## src/cit_map.svh

```systemverilog
`ifndef CIT_MAP_SVH
`define CIT_MAP_SVH
// ********************************
// Opcodes with fixed meaning
// ********************************
`define CIT_OPC_NOP   8'h00
`define CIT_OPC_SPARE 8'hA5
`define CIT_OPC_TSTCLR 8'h10
// ********************************
// Operand field positions
// ********************************
`define CIT_SFR_BIT   7
`define CIT_PAGE_LSB  11
// ********************************
// Timing counts in system clocks
// ********************************
`define CIT_CNT_RST   4'h0
`define CIT_CNT_LAST  4'h1
`define CIT_CYC_MUL   4'h4
`define CIT_CYC_DIV   4'h8
`define CIT_CYC_RET   4'h5
`define CIT_CYC_LONG  4'h4
`endif

```

## src/cit_pkg.sv

```systemverilog
package cit_pkg;
  // Transfer kind of one decoded opcode
  typedef enum logic [6:0] {
    CIT_K_PLAIN = 7'h01,
    CIT_K_COND  = 7'h02,
    CIT_K_REL   = 7'h04,
    CIT_K_PAGE  = 7'h08,
    CIT_K_LONG  = 7'h10,
    CIT_K_INDEX = 7'h20,
    CIT_K_RET   = 7'h40
  } cit_kind_t;

  typedef struct packed {
    logic [1:0] len;
    logic [3:0] cyc;
    cit_kind_t  kind;
  } cit_dec_t;

  typedef struct packed {
    logic [3:0]  cnt;
    logic        busy;
    logic        done;
    logic [1:0]  len;
    logic [3:0]  cyc;
    logic        taken;
    logic        tgt_valid;
    logic [15:0] target;
    logic [4:0]  reg_addr;
    logic [7:0]  indir_addr;
    logic [7:0]  direct_addr;
    logic        direct_sfr;
    logic        bit_clear;
  } cit_state_t;
endpackage : cit_pkg

```

## src/cit_decoder.sv

```systemverilog
`timescale 1ns/10ps
`default_nettype none
`include "cit_map.svh"

// Function
// - Accumulator clear, complement, rotates and nibble swap: one byte, one cycle.
// - Direct-to-direct and immediate-to-direct moves: three bytes, three cycles.
// - Indirect RAM moves take two cycles even when one byte long.
// - Data pointer immediate load: three bytes, three cycles.
// - Code read into accumulator via data pointer or PC: one byte, three cycles.
// - External data moves, 8-bit or 16-bit address: one byte, three cycles.
// - Stack push and pop of a direct byte: two bytes, two cycles.
// - Exchange: bank register one cycle; direct, indirect, low nibble two.
// - Carry-only ops one byte one cycle; direct-bit ops two bytes two cycles.
// - Carry and zero jumps: two bytes, two cycles not taken, three taken.
// - Direct-bit jumps: three bytes, three or four; test-clear clears set bit.
// - Short, absolute, indexed jumps three; long four; returns five cycles.
// - Compare-jump: three bytes; 3/4 cycles, indirect form 4/5.
// - Decrement-jump: bank register 2 bytes 2/3; direct 3 bytes 3/4.
// - No-operation and the spare opcode: one byte, one cycle, same behaviour.
// - Bank register operand selects one of eight in the current bank.
// - Indirect address comes only from pointer register zero or one.
// - Relative offset is signed 8-bit, added to next instruction address.
// - Direct address below 0x80 is RAM, from 0x80 up is special register.
// - Absolute target replaces low 11 bits within the next-instruction page.
// - Long transfers carry a full 16-bit target.
// - Conditional branches finish one cycle sooner when not taken.
// - All timing counted in plain system clock cycles.
module cit_decoder (
  // Clock and reset
  input  wire logic        sys_clk,
  input  wire logic        rst_b,
  // Instruction issue
  input  wire logic        issue,
  input  wire logic [7:0]  opcode,
  input  wire logic [7:0]  op1,
  input  wire logic [7:0]  op2,
  input  wire logic [15:0] next_pc,
  // Datapath state
  input  wire logic [7:0]  acc,
  input  wire logic        carry,
  input  wire logic        bit_val,
  input  wire logic [7:0]  opnd_val,
  input  wire logic [15:0] data_pointer,
  input  wire logic [1:0]  bank_sel,
  input  wire logic [7:0]  ptr0,
  input  wire logic [7:0]  ptr1,
  // Timing
  output logic             busy,
  output logic             done,
  output logic [1:0]       ins_len,
  output logic [3:0]       ins_cycles,
  // Branch
  output logic             taken,
  output logic             tgt_valid,
  output logic [15:0]      branch_target,
  // Operands
  output logic [4:0]       bank_register,
  output logic [7:0]       indirect_pointer_register,
  output logic [7:0]       direct_addr,
  output logic             direct_sfr,
  output logic             bit_clear
);
  import cit_pkg::*;

  // ********************************
  // Decode table
  // ********************************
  function automatic cit_dec_t mk(input logic [1:0] l, input logic [3:0] c,
                                  input cit_kind_t k);
    cit_dec_t d;
    d.len  = l;
    d.cyc  = c;
    d.kind = k;
    return d;
  endfunction : mk

  // First match wins, so exact opcodes stand above the column patterns
  function automatic cit_dec_t decode(input logic [7:0] opc);
    cit_dec_t d;
    d = mk(2'h1, 4'h1, CIT_K_PLAIN);
    casez (opc)
      `CIT_OPC_NOP, `CIT_OPC_SPARE:
        d = mk(2'h1, 4'h1, CIT_K_PLAIN);
      8'h02, 8'h12:
        d = mk(2'h3, `CIT_CYC_LONG, CIT_K_LONG);
      8'h22, 8'h32:
        d = mk(2'h1, `CIT_CYC_RET, CIT_K_RET);
      8'h10, 8'h20, 8'h30:
        d = mk(2'h3, 4'h3, CIT_K_COND);
      8'h40, 8'h50, 8'h60, 8'h70:
        d = mk(2'h2, 4'h2, CIT_K_COND);
      8'h80:
        d = mk(2'h2, 4'h3, CIT_K_REL);
      8'h73:
        d = mk(2'h1, 4'h3, CIT_K_INDEX);
      8'h83, 8'h93:
        d = mk(2'h1, 4'h3, CIT_K_PLAIN);
      8'hE0, 8'hE2, 8'hE3, 8'hF0, 8'hF2, 8'hF3:
        d = mk(2'h1, 4'h3, CIT_K_PLAIN);
      8'h90:
        d = mk(2'h3, 4'h3, CIT_K_PLAIN);
      8'h75, 8'h85:
        d = mk(2'h3, 4'h3, CIT_K_PLAIN);
      8'h43, 8'h53, 8'h63:
        d = mk(2'h3, 4'h3, CIT_K_PLAIN);
      8'hB4, 8'hB5, 8'b1011_1???:
        d = mk(2'h3, 4'h3, CIT_K_COND);
      8'hB6, 8'hB7:
        d = mk(2'h3, 4'h4, CIT_K_COND);
      8'hD5:
        d = mk(2'h3, 4'h3, CIT_K_COND);
      8'b1101_1???:
        d = mk(2'h2, 4'h2, CIT_K_COND);
      8'h72, 8'h82, 8'h92, 8'hA0, 8'hA2, 8'hB0, 8'hB2, 8'hC2, 8'hD2:
        d = mk(2'h2, 4'h2, CIT_K_PLAIN);
      8'hC0, 8'hD0:
        d = mk(2'h2, 4'h2, CIT_K_PLAIN);
      8'h42, 8'h52, 8'h62:
        d = mk(2'h2, 4'h2, CIT_K_PLAIN);
      8'h84:
        d = mk(2'h1, `CIT_CYC_DIV, CIT_K_PLAIN);
      8'hA4:
        d = mk(2'h1, `CIT_CYC_MUL, CIT_K_PLAIN);
      8'h24, 8'h34, 8'h44, 8'h54, 8'h64, 8'h74, 8'h94:
        d = mk(2'h2, 4'h2, CIT_K_PLAIN);
      8'b???0_0001, 8'b???1_0001:
        d = mk(2'h2, 4'h3, CIT_K_PAGE);
      8'b0111_011?, 8'b1000_011?, 8'b1010_011?:
        d = mk(2'h2, 4'h2, CIT_K_PLAIN);
      8'b0111_1???, 8'b1000_1???, 8'b1010_1???:
        d = mk(2'h2, 4'h2, CIT_K_PLAIN);
      8'b????_0101:
        d = mk(2'h2, 4'h2, CIT_K_PLAIN);
      8'b????_011?:
        d = mk(2'h1, 4'h2, CIT_K_PLAIN);
      default:
        d = mk(2'h1, 4'h1, CIT_K_PLAIN);
    endcase
    return d;
  endfunction : decode

  // ********************************
  // Branch condition
  // ********************************
  // Operand value comes from the datapath in the issue cycle
  function automatic logic cond_of(input logic [7:0] opc, input logic [7:0] a,
                                   input logic c, input logic b,
                                   input logic [7:0] v, input logic [7:0] imm);
    logic r;
    r = 1'b0;
    casez (opc)
      8'h10, 8'h20: r = b;
      8'h30:        r = !b;
      8'h40:        r = c;
      8'h50:        r = !c;
      8'h60:        r = (a == 8'h00);
      8'h70:        r = (a != 8'h00);
      8'hB4:        r = (a != imm);
      8'hB5:        r = (a != v);
      8'b1011_011?, 8'b1011_1???:
                    r = (v != imm);
      8'hD5, 8'b1101_1???:
                    r = (v != 8'h01);
      default:      r = 1'b0;
    endcase
    return r;
  endfunction : cond_of

  // ********************************
  // State
  // ********************************
  cit_state_t st_ff;
  cit_state_t nxt_st;
  cit_dec_t   dec;
  logic       accept;
  logic       cond;
  logic [7:0] rel;
  logic       is_taken;

  // Issue is taken in the last busy cycle too, so instructions chain gap-free
  assign accept   = issue && (!st_ff.busy || st_ff.done);
  assign dec      = decode(opcode);
  assign cond     = cond_of(opcode, acc, carry, bit_val, opnd_val, op1);
  assign rel      = (dec.len == 2'h3) ? op2 : op1;
  assign is_taken = (dec.kind == CIT_K_COND) ? cond : (dec.kind != CIT_K_PLAIN);

  always_comb begin
    nxt_st           = st_ff;
    nxt_st.bit_clear = 1'b0;
    if (accept) begin
      nxt_st.len       = dec.len;
      nxt_st.cyc       = dec.cyc + {3'h0, (dec.kind == CIT_K_COND) && cond};
      nxt_st.cnt       = nxt_st.cyc;
      nxt_st.taken     = is_taken;
      nxt_st.tgt_valid = is_taken && (dec.kind != CIT_K_RET);
      case (dec.kind)
        CIT_K_COND, CIT_K_REL:
          nxt_st.target = next_pc + {{8{rel[7]}}, rel};
        CIT_K_PAGE:
          nxt_st.target = {next_pc[15:`CIT_PAGE_LSB], opcode[7:5], op1};
        CIT_K_LONG:
          nxt_st.target = {op1, op2};
        CIT_K_INDEX:
          nxt_st.target = data_pointer + {8'h00, acc};
        default:
          nxt_st.target = st_ff.target;
      endcase
      nxt_st.reg_addr    = {bank_sel, opcode[2:0]};
      nxt_st.indir_addr  = opcode[0] ? ptr1 : ptr0;
      nxt_st.direct_addr = op1;
      nxt_st.direct_sfr  = op1[`CIT_SFR_BIT];
      nxt_st.bit_clear   = (opcode == `CIT_OPC_TSTCLR) && bit_val;
    end else if (st_ff.cnt != `CIT_CNT_RST) begin
      nxt_st.cnt = st_ff.cnt - 4'h1;
    end
    nxt_st.busy = (nxt_st.cnt != `CIT_CNT_RST);
    nxt_st.done = (nxt_st.cnt == `CIT_CNT_LAST);
  end

  always_ff @(posedge sys_clk or negedge rst_b) begin
    if (!rst_b) begin
      st_ff <= '0;
    end else begin
      st_ff <= nxt_st;
    end
  end

  // ********************************
  // Outputs
  // ********************************
  assign busy                      = st_ff.busy;
  assign done                      = st_ff.done;
  assign ins_len                   = st_ff.len;
  assign ins_cycles                = st_ff.cyc;
  assign taken                     = st_ff.taken;
  assign tgt_valid                 = st_ff.tgt_valid;
  assign branch_target             = st_ff.target;
  assign bank_register             = st_ff.reg_addr;
  assign indirect_pointer_register = st_ff.indir_addr;
  assign direct_addr               = st_ff.direct_addr;
  assign direct_sfr                = st_ff.direct_sfr;
  assign bit_clear                 = st_ff.bit_clear;
endmodule : cit_decoder
`default_nettype wire

```

## config.mk

```make
export PLATFORM = sky130hd
export DESIGN_NAME = cit_decoder
export DESIGN_NICKNAME = d
export VERILOG_FILES = /design/src/cit_pkg.sv /design/src/cit_decoder.sv
export VERILOG_INCLUDE_DIRS = /design/src
export SDC_FILE = /design/constraint.sdc
export NUM_CORES = 1
export LEC_CHECK = 0
export ABC_AREA = 1
export BUFFER_PORTS_ARGS = -buffer_cell sky130_fd_sc_hd__buf_4
export CORE_MARGIN = 10
export CORE_UTILIZATION = 33
export DETAILED_ROUTE_END_ITERATION = 12
export GPL_ROUTABILITY_DRIVEN = 0
export PLACE_DENSITY = 0.55
export SLEW_MARGIN = 25
export SYNTH_ARGS = -nofsm -noshare
export SYNTH_HDL_FRONTEND = slang
export SYNTH_SLANG_ARGS = --single-unit
```

## constraint.sdc

```tcl
create_clock -name sys_clk -period 1.4 [get_ports sys_clk]
set_input_delay 0.07 -clock sys_clk [delete_from_list [all_inputs] [get_ports sys_clk]]
set_output_delay 0.07 -clock sys_clk [all_outputs]
set_load 0.02 [all_outputs]
```

==> impl_metrics.json, run 1 <==
{
  "outcome": "finished, violations left",
  "grt_util_all_layers_pct": 17.89,
  "num_rows": 45,
  "yosysWarnings": 0,
  "num_antenna_cells": 0,
  "layout.nets": 1213,
  "clk_latency_ns": 0.29,
  "wire_per_inst_um": 16.16,
  "clockBufferDepth": 2,
  "finalSetupViolCount": 28,
  "cts_tree": "yes",
  "drc": 0,
  "port_buffers": 143,
  "syn_nets": 885,
  "critPathMaxFanout": 5,
  "finClkSkew_ns": 0.007802,
  "reg2reg_depth": 6,
  "hold_path.class": "in -> reg",
  "synth_edf_count": 0,
  "final_area_um2": 9218,
  "die-area_um2": 21250,
  "synth.cell_area_um2": 5221,
  "numCtsBuffers": 5,
  "ir_drop_mv": 0.6580,
  "dpl.hpwl_um": 16080,
  "io_pins": 144,
  "ys_seq_area_share_pct": 24.92,
  "end_kind": "flop",
  "htreeDepth": 2,
  "core_um2": 15370,
  "routed_via_density": 4.849,
  "postRouteAntennaNets": 0,
  "grt_pass1_vias": 6135,
  "min_period_ns": 2.802,
  "firstDrtPassIters": 5,
  "fillers": 1356,
  "num_vias": 6313,
  "root_buffer": "clkbuf_16",
  "synth_seq_cells": 52,
  "drt_iter0_markers": 436,
  "drive_gt1_share_pct": 53.62,
  "die_x_um": 145.8,
  "timing.final.crit_share_pct": 200.2,
  "synthCells": 762,
  "grt_max_degree": 33,
  "drv_cap": 0,
  "cp_data_required_time_ns": 1.58,
  "criticalPathCategory": "in -> reg",
  "worst_slack_ns": -1.402,
  "grt_pass1_wl_um": 31760,
  "overflow": 0,
  "ys_types": 49,
  "grt_setup_unrepaired": "true",
  "async_flop_share_pct": 100.0,
  "synth_area_per_cell_um2": 6.852,
  "tightestPinTransition_ns": 0.5468,
  "place_ws_ns": -1.756,
  "initial_core_util_pct": 33.97,
  "post-route-util_pct": 59.97,
  "final_hold_viol_count": 0,
  "die_y_um": 145.8,
  "clock-sinks": 52,
  "cellPowerDensity_nw_per_um2": 1078,
  "path_clk_slew_ns": 0.07,
  "synth_ff_type": "dfrtp_1",
  "holdPathStages": 3,
  "wl_um": 21040,
  "cellLeakagePower_uw": 0.004633,
  "violations": "setup timing",
  "slew_headroom_pct": 63.35,
  "grt_antenna_before_repair": 1,
  "areaGrowthSynthToFinish_pct": 76.54,
  "drv_slew": 0,
  "worstPathArrival_ns": 2.98,
  "start_kind": "primary input",
  "max_freq_mhz": 356.9,
  "place_area_um2": 7627
}
[cells by family (layout without fill, tap and decap cells)]
group	after synthesis	count (layout)	synth area share [%]
AND/OR/NAND/NOR	381	382	34.60
buffers and inverters	144	472	14.26
AO/OA/AOI/OAI	133	133	15.19
flip-flops	52	52	24.92
adder cells (fa/ha/maj)	28	28	6.997
XOR/XNOR	24	24	4.026
[critical path: stages]
cell,delay [ns]
buf_12,0.12
inv_8,0.07
nand2_8,0.07
nor3_4,0.28
nand2_2,0.11
nand3_4,0.13
nor2_4,0.07
nand4_4,0.15
nand2_4,0.11
o21ai_4,0.16
ha_4,0.16
inv_2,0.04
fa_2,0.36
nand3b_1,0.21
nand2_2,0.12
nand4_1,0.08
nand4_1,0.10
nand2_1,0.07
inv_2,0.07
buf_4,0.10
buf_4,0.09
nor3_2,0.03
o21ai_1,0.15
nand2_1,0.06
[synth_stat cells, drive strengths merged (4+ instances only)]
cell type / instances / area, um^2
ha: 26 / 325.3
o221ai: 4 / 35.03
or2: 12 / 77.58
xor2: 7 / 61.31
nor2: 73 / 314.0
dfrtp: 52 / 1301
nand4: 15 / 108.9
nand3: 53 / 327.8
clkbuf: 8 / 30.03
xnor2: 17 / 148.9
nand3b: 4 / 30.03
nor3: 12 / 80.08
nor4: 5 / 31.28
a21oi: 42 / 210.2
o21ai: 45 / 236.5
nand2: 207 / 837.0
inv: 83 / 316.6
a31oi: 13 / 81.33
o22ai: 11 / 68.82
buf: 52 / 394.1
[flip-flops by register name, indices dropped and copies added, names as in the netlist]
name,count
ins_cycles,4
tgt_valid,1
direct_addr,8
bank_register,5
ins_len,2
bit_clear,1
done,1
busy,1
indirect_pointer_register,8
branch_target,16
taken,1
st_ff,4
[layout make-up]
type | count | area (um^2) | area share, %
Timing Repair Buffer | 380 | 3042 | 33.00
Inverter | 84 | 377.9 | 4.099
Tap cell | 211 | 264.0 | 2.864
Clock buffer | 5 | 125.1 | 1.357
Clock inverter | 3 | 42.54 | 0.4615
Multi-Input combinational cell | 567 | 4065 | 44.10
Sequential cell | 52 | 1301 | 14.12
[stage by stage]
stage	hold slack (ns)	power (uW)	std cells	setup TNS, ns
floorplan	-0.2256	5963	762	-26.09
global placement	-0.02468	7648	1238	-36.91
detailed placement	-0.01899	7697	1238	-37.84
CTS	0.04445	9502	1286	-24.69
global route	0.06207	10660	1302	-30.82
finish	0.04917	9937	1302	-27.21
[timing repair]
item / 4_1_cts / 5_1_grt
hold buffers: 3 / 0
buffers inserted: 37 / 16
endpoints found under the hold margin: 54 / 0
cloned: 1 / 0
resized for setup: 116 / 122
pin swaps: 65 / 78
setup endpoints to repair: 28 / 31
[worst paths after layout]
| check | from | end | slack, ns |
|---|---|---|---|
| min | ptr1[3] | indirect_pointer_register[3] | 0.05 |
| min reg2reg | ins_cycles[2] | ins_cycles[2] | 0.48 |
| max | opcode[3] | branch_target[12] | -1.40 |
| min in group asynchronous | rst_b | st_ff[52] | 0.20 |
| max reg2reg | st_ff[49] | done | -0.14 |
| max in group asynchronous | rst_b | branch_target[5] | 0.73 |
[cell usage in the layout, fill, tap and decap left out, types with 6 or more instances in the layout]
| master | count |
|---|---|
| xor2_1 | 6 |
| o21ai_1 | 12 |
| nand2_2 | 31 |
| buf_6 | 13 |
| o21ai_2 | 10 |
| o21ai_0 | 18 |
| nand2_1 | 159 |
| nand4_1 | 14 |
| a21oi_1 | 25 |
| buf_8 | 6 |
| a31oi_1 | 12 |
| ha_4 | 9 |
| buf_4 | 351 |
| inv_1 | 63 |
| a21oi_2 | 13 |
| dfrtp_1 | 52 |
| buf_12 | 7 |
| xnor2_1 | 15 |
| nand3_2 | 10 |
| nor2_1 | 41 |
| inv_4 | 7 |
| nor2_4 | 21 |
| nand2_4 | 13 |
| or2_2 | 9 |
| ha_1 | 16 |
| nand3_1 | 38 |
| nor2_2 | 11 |
| inv_2 | 8 |
[metal layers]
metal	GRT usage (%)	vias to the layer above	share of wire, %
li1	-	3150	-
met1	24.67	2937	47
met2	28.34	198	46
met3	3.570	26	5.9
met4	3.185	2	1.4
met5	0	-	0.076
[report_power, final]
| part | switching (uW) | leakage, uW | internal, uW |
|---|---|---|---|
| Combinational | 3130 | 0.00392 | 2840 |
| Clock | 555 | 0.0000798 | 841 |
| Sequential | 388 | 0.000635 | 2180 |
| Total | 4080 | 0.00463 | 5860 |
Power figures use the tool's default switching activity.
==> run 2: changes to the inputs <==
Settings changed: BUFFER_PORTS_ARGS -buffer_cell sky130_fd_sc_hd__buf_4 to -buffer_cell sky130_fd_sc_hd__clkbuf_2.
==> run 2 against run 1 <==
  * Largest cell class unchanged
  * The run still ends with setup timing left
  * Via count hardly changed
  * Flip-flop and latch count is the same
  * Non-clock buffer count up 3
  * Critical endpoint is now branch_target[14]
==> impl_metrics.json, run 2 (synthesized netlist as in run 1, its figures left out) <==
{
  "wl_um": 21020,
  "final_hold_viol_count": 0,
  "multi_input_area_um2": 4003,
  "num_vias": 6307,
  "final_cell_mix": "buf_4 (192), nand2_1 (167), clkbuf_2 (135)",
  "die-area_um2": 21250,
  "num_rows": 45,
  "highest_layer": "met5",
  "worstPathArrival_ns": 3.11,
  "ir_drop_mv": 0.6279,
  "numCtsBuffers": 5,
  "firstDrtPassIters": 5,
  "io_pins": 144,
  "routed_via_density": 4.837,
  "die_x_um": 145.8,
  "final_common_cell": "buf_4",
  "critPathSlowestCell": "fa_2",
  "place_area_um2": 7372,
  "post-route-util_pct": 58.06,
  "max_stage_delay_ns": 0.39,
  "violations": "setup timing",
  "worst_slack_ns": -1.486,
  "timing.final.crit_share_pct": 206.1,
  "drv_cap": 0,
  "cellLeakagePower_uw": 0.004587,
  "wire_per_inst_um": 16.12,
  "fillers": 1427,
  "port_buffers": 143,
  "drive_gt1_share_pct": 52.97,
  "htreeDepth": 2,
  "max_freq_mhz": 346.5,
  "grt_util_all_layers_pct": 17.78,
  "grt_pass1_vias": 6113,
  "path_clk_slew_ns": 0.07,
  "dpl.hpwl_um": 16170,
  "grt_setup_unrepaired": "true",
  "overflow": 0,
  "finalPower_uw": 9877,
  "route.met2.wl_um": 9544,
  "end_kind": "flop",
  "num_antenna_cells": 0,
  "m1WireLength_um": 9467,
  "clock-sinks": 52,
  "die_y_um": 145.8,
  "finClkSkew_ns": 0.005563,
  "slew_headroom_pct": 73.98,
  "start_kind": "primary input",
  "grt_pass1_wl_um": 31570,
  "largest_register_ffs": 16,
  "cp_data_required_time_ns": 1.63,
  "cts_tree": "yes",
  "clockBufferDepth": 2,
  "tightestPinTransition_ns": 0.3903,
  "finalSetupViolCount": 28,
  "areaGrowthSynthToFinish_pct": 70.93,
  "drc": 0,
  "crit_buf_inv": 5,
  "grt_antenna_before_repair": 1,
  "layout.nets": 1215,
  "root_buffer": "clkbuf_16",
  "hold_path.class": "in -> reg",
  "core_um2": 15370,
  "wl_met3_um": 1494,
  "initial_core_util_pct": 33.97,
  "drv_slew": 0,
  "outcome": "finished, violations left",
  "final_area_um2": 8925,
  "grt_max_degree": 40,
  "cp_common_cell": "nand2_1",
  "min_period_ns": 2.886,
  "clk_latency_ns": 0.29,
  "postRouteAntennaNets": 0,
  "cellPowerDensity_nw_per_um2": 1107,
  "drt_iter0_markers": 485,
  "critPathMaxFanout": 8,
  "seqCellArea_um2": 1301,
  "criticalPathCategory": "in -> reg",
  "cp_top_family": "simple AND/OR/NAND/NOR gates"
}
==> run 2: cell types whose count changed in the layout (fill, tap and decap cells not counted), sizes merged <==
cell      change
clkbuf      +137
buf         -133
clkinvlp      -1
nand2         -1
==> run 2: worst paths after layout <==
kind | startpoint | slack (ns) | cells past startpoint | to
worst max register to register | st_ff[49] | -0.26 | 6 | done
max in group asynchronous | rst_b | 0.63 | 3 | direct_addr[4]
worst min register to register | ins_cycles[2] | 0.48 | 2 | ins_cycles[2]
worst min-delay path | ptr0[5] | 0.02 | 3 | indirect_pointer_register[5]
min in group asynchronous | rst_b | 0.23 | 2 | busy
worst max-delay path | opcode[0] | -1.49 | 25 | branch_target[14]
==> run 2: power by group <==
part,internal (uW),total (uW),switching [uW]
clock,896,1460,563
combinational,2580,5860,3280
sequential,2180,2560,382
==> run 2: cell type report <==
cell class / count / share of cell area [%]
clock buffers: 6 / 1.556
clock inverters: 2 / 0.4346
inverters: 84 / 3.897
multi-input cells: 566 / 44.85
flip-flops and latches: 52 / 14.58
well taps: 211 / 2.958
repair buffers: 383 / 31.73
==> run 2: repair_timing <==
action / 4_1_cts / 5_1_grt
buffers inserted: 29 / 22
gates cloned: 0 / 1
pin swaps: 31 / 75
setup endpoints to repair: 28 / 37
resized for setup: 65 / 176
endpoints found under the hold margin: 15 / 0
hold buffers: 3 / 0
==> run 2: metrics by stage <==
stage	hold slack [ns]	setup slack, ns	cells	setup TNS (ns)
6_report	0.01824	-1.486	1304	-27.41
5_1_grt	0.02666	-1.689	1304	-31.63
4_1_cts	0.01241	-1.407	1290	-28.05
2_1_floorplan	-0.2256	-1.568	762	-26.09
3_3_place_gp	0.003064	-1.834	1250	-39.01
3_5_place_dp	0.003764	-1.829	1250	-39.10
==> run 2: routing by layer <==
| metal | vias to the layer above | GRT usage (%) |
|---|---|---|
| li1 | 3156 | - |
| met1 | 2884 | 24.10 |
| met2 | 229 | 27.93 |
| met3 | 36 | 3.943 |
| met4 | 2 | 4.196 |
| met5 | - | 0 |
==> run 2: worst min-delay path: cells and delay by family <==
family | cells | cell delay [ns]
compound gates | 1 | 0.07
simple gates | 1 | 0.05
buf+inv | 1 | 0.08
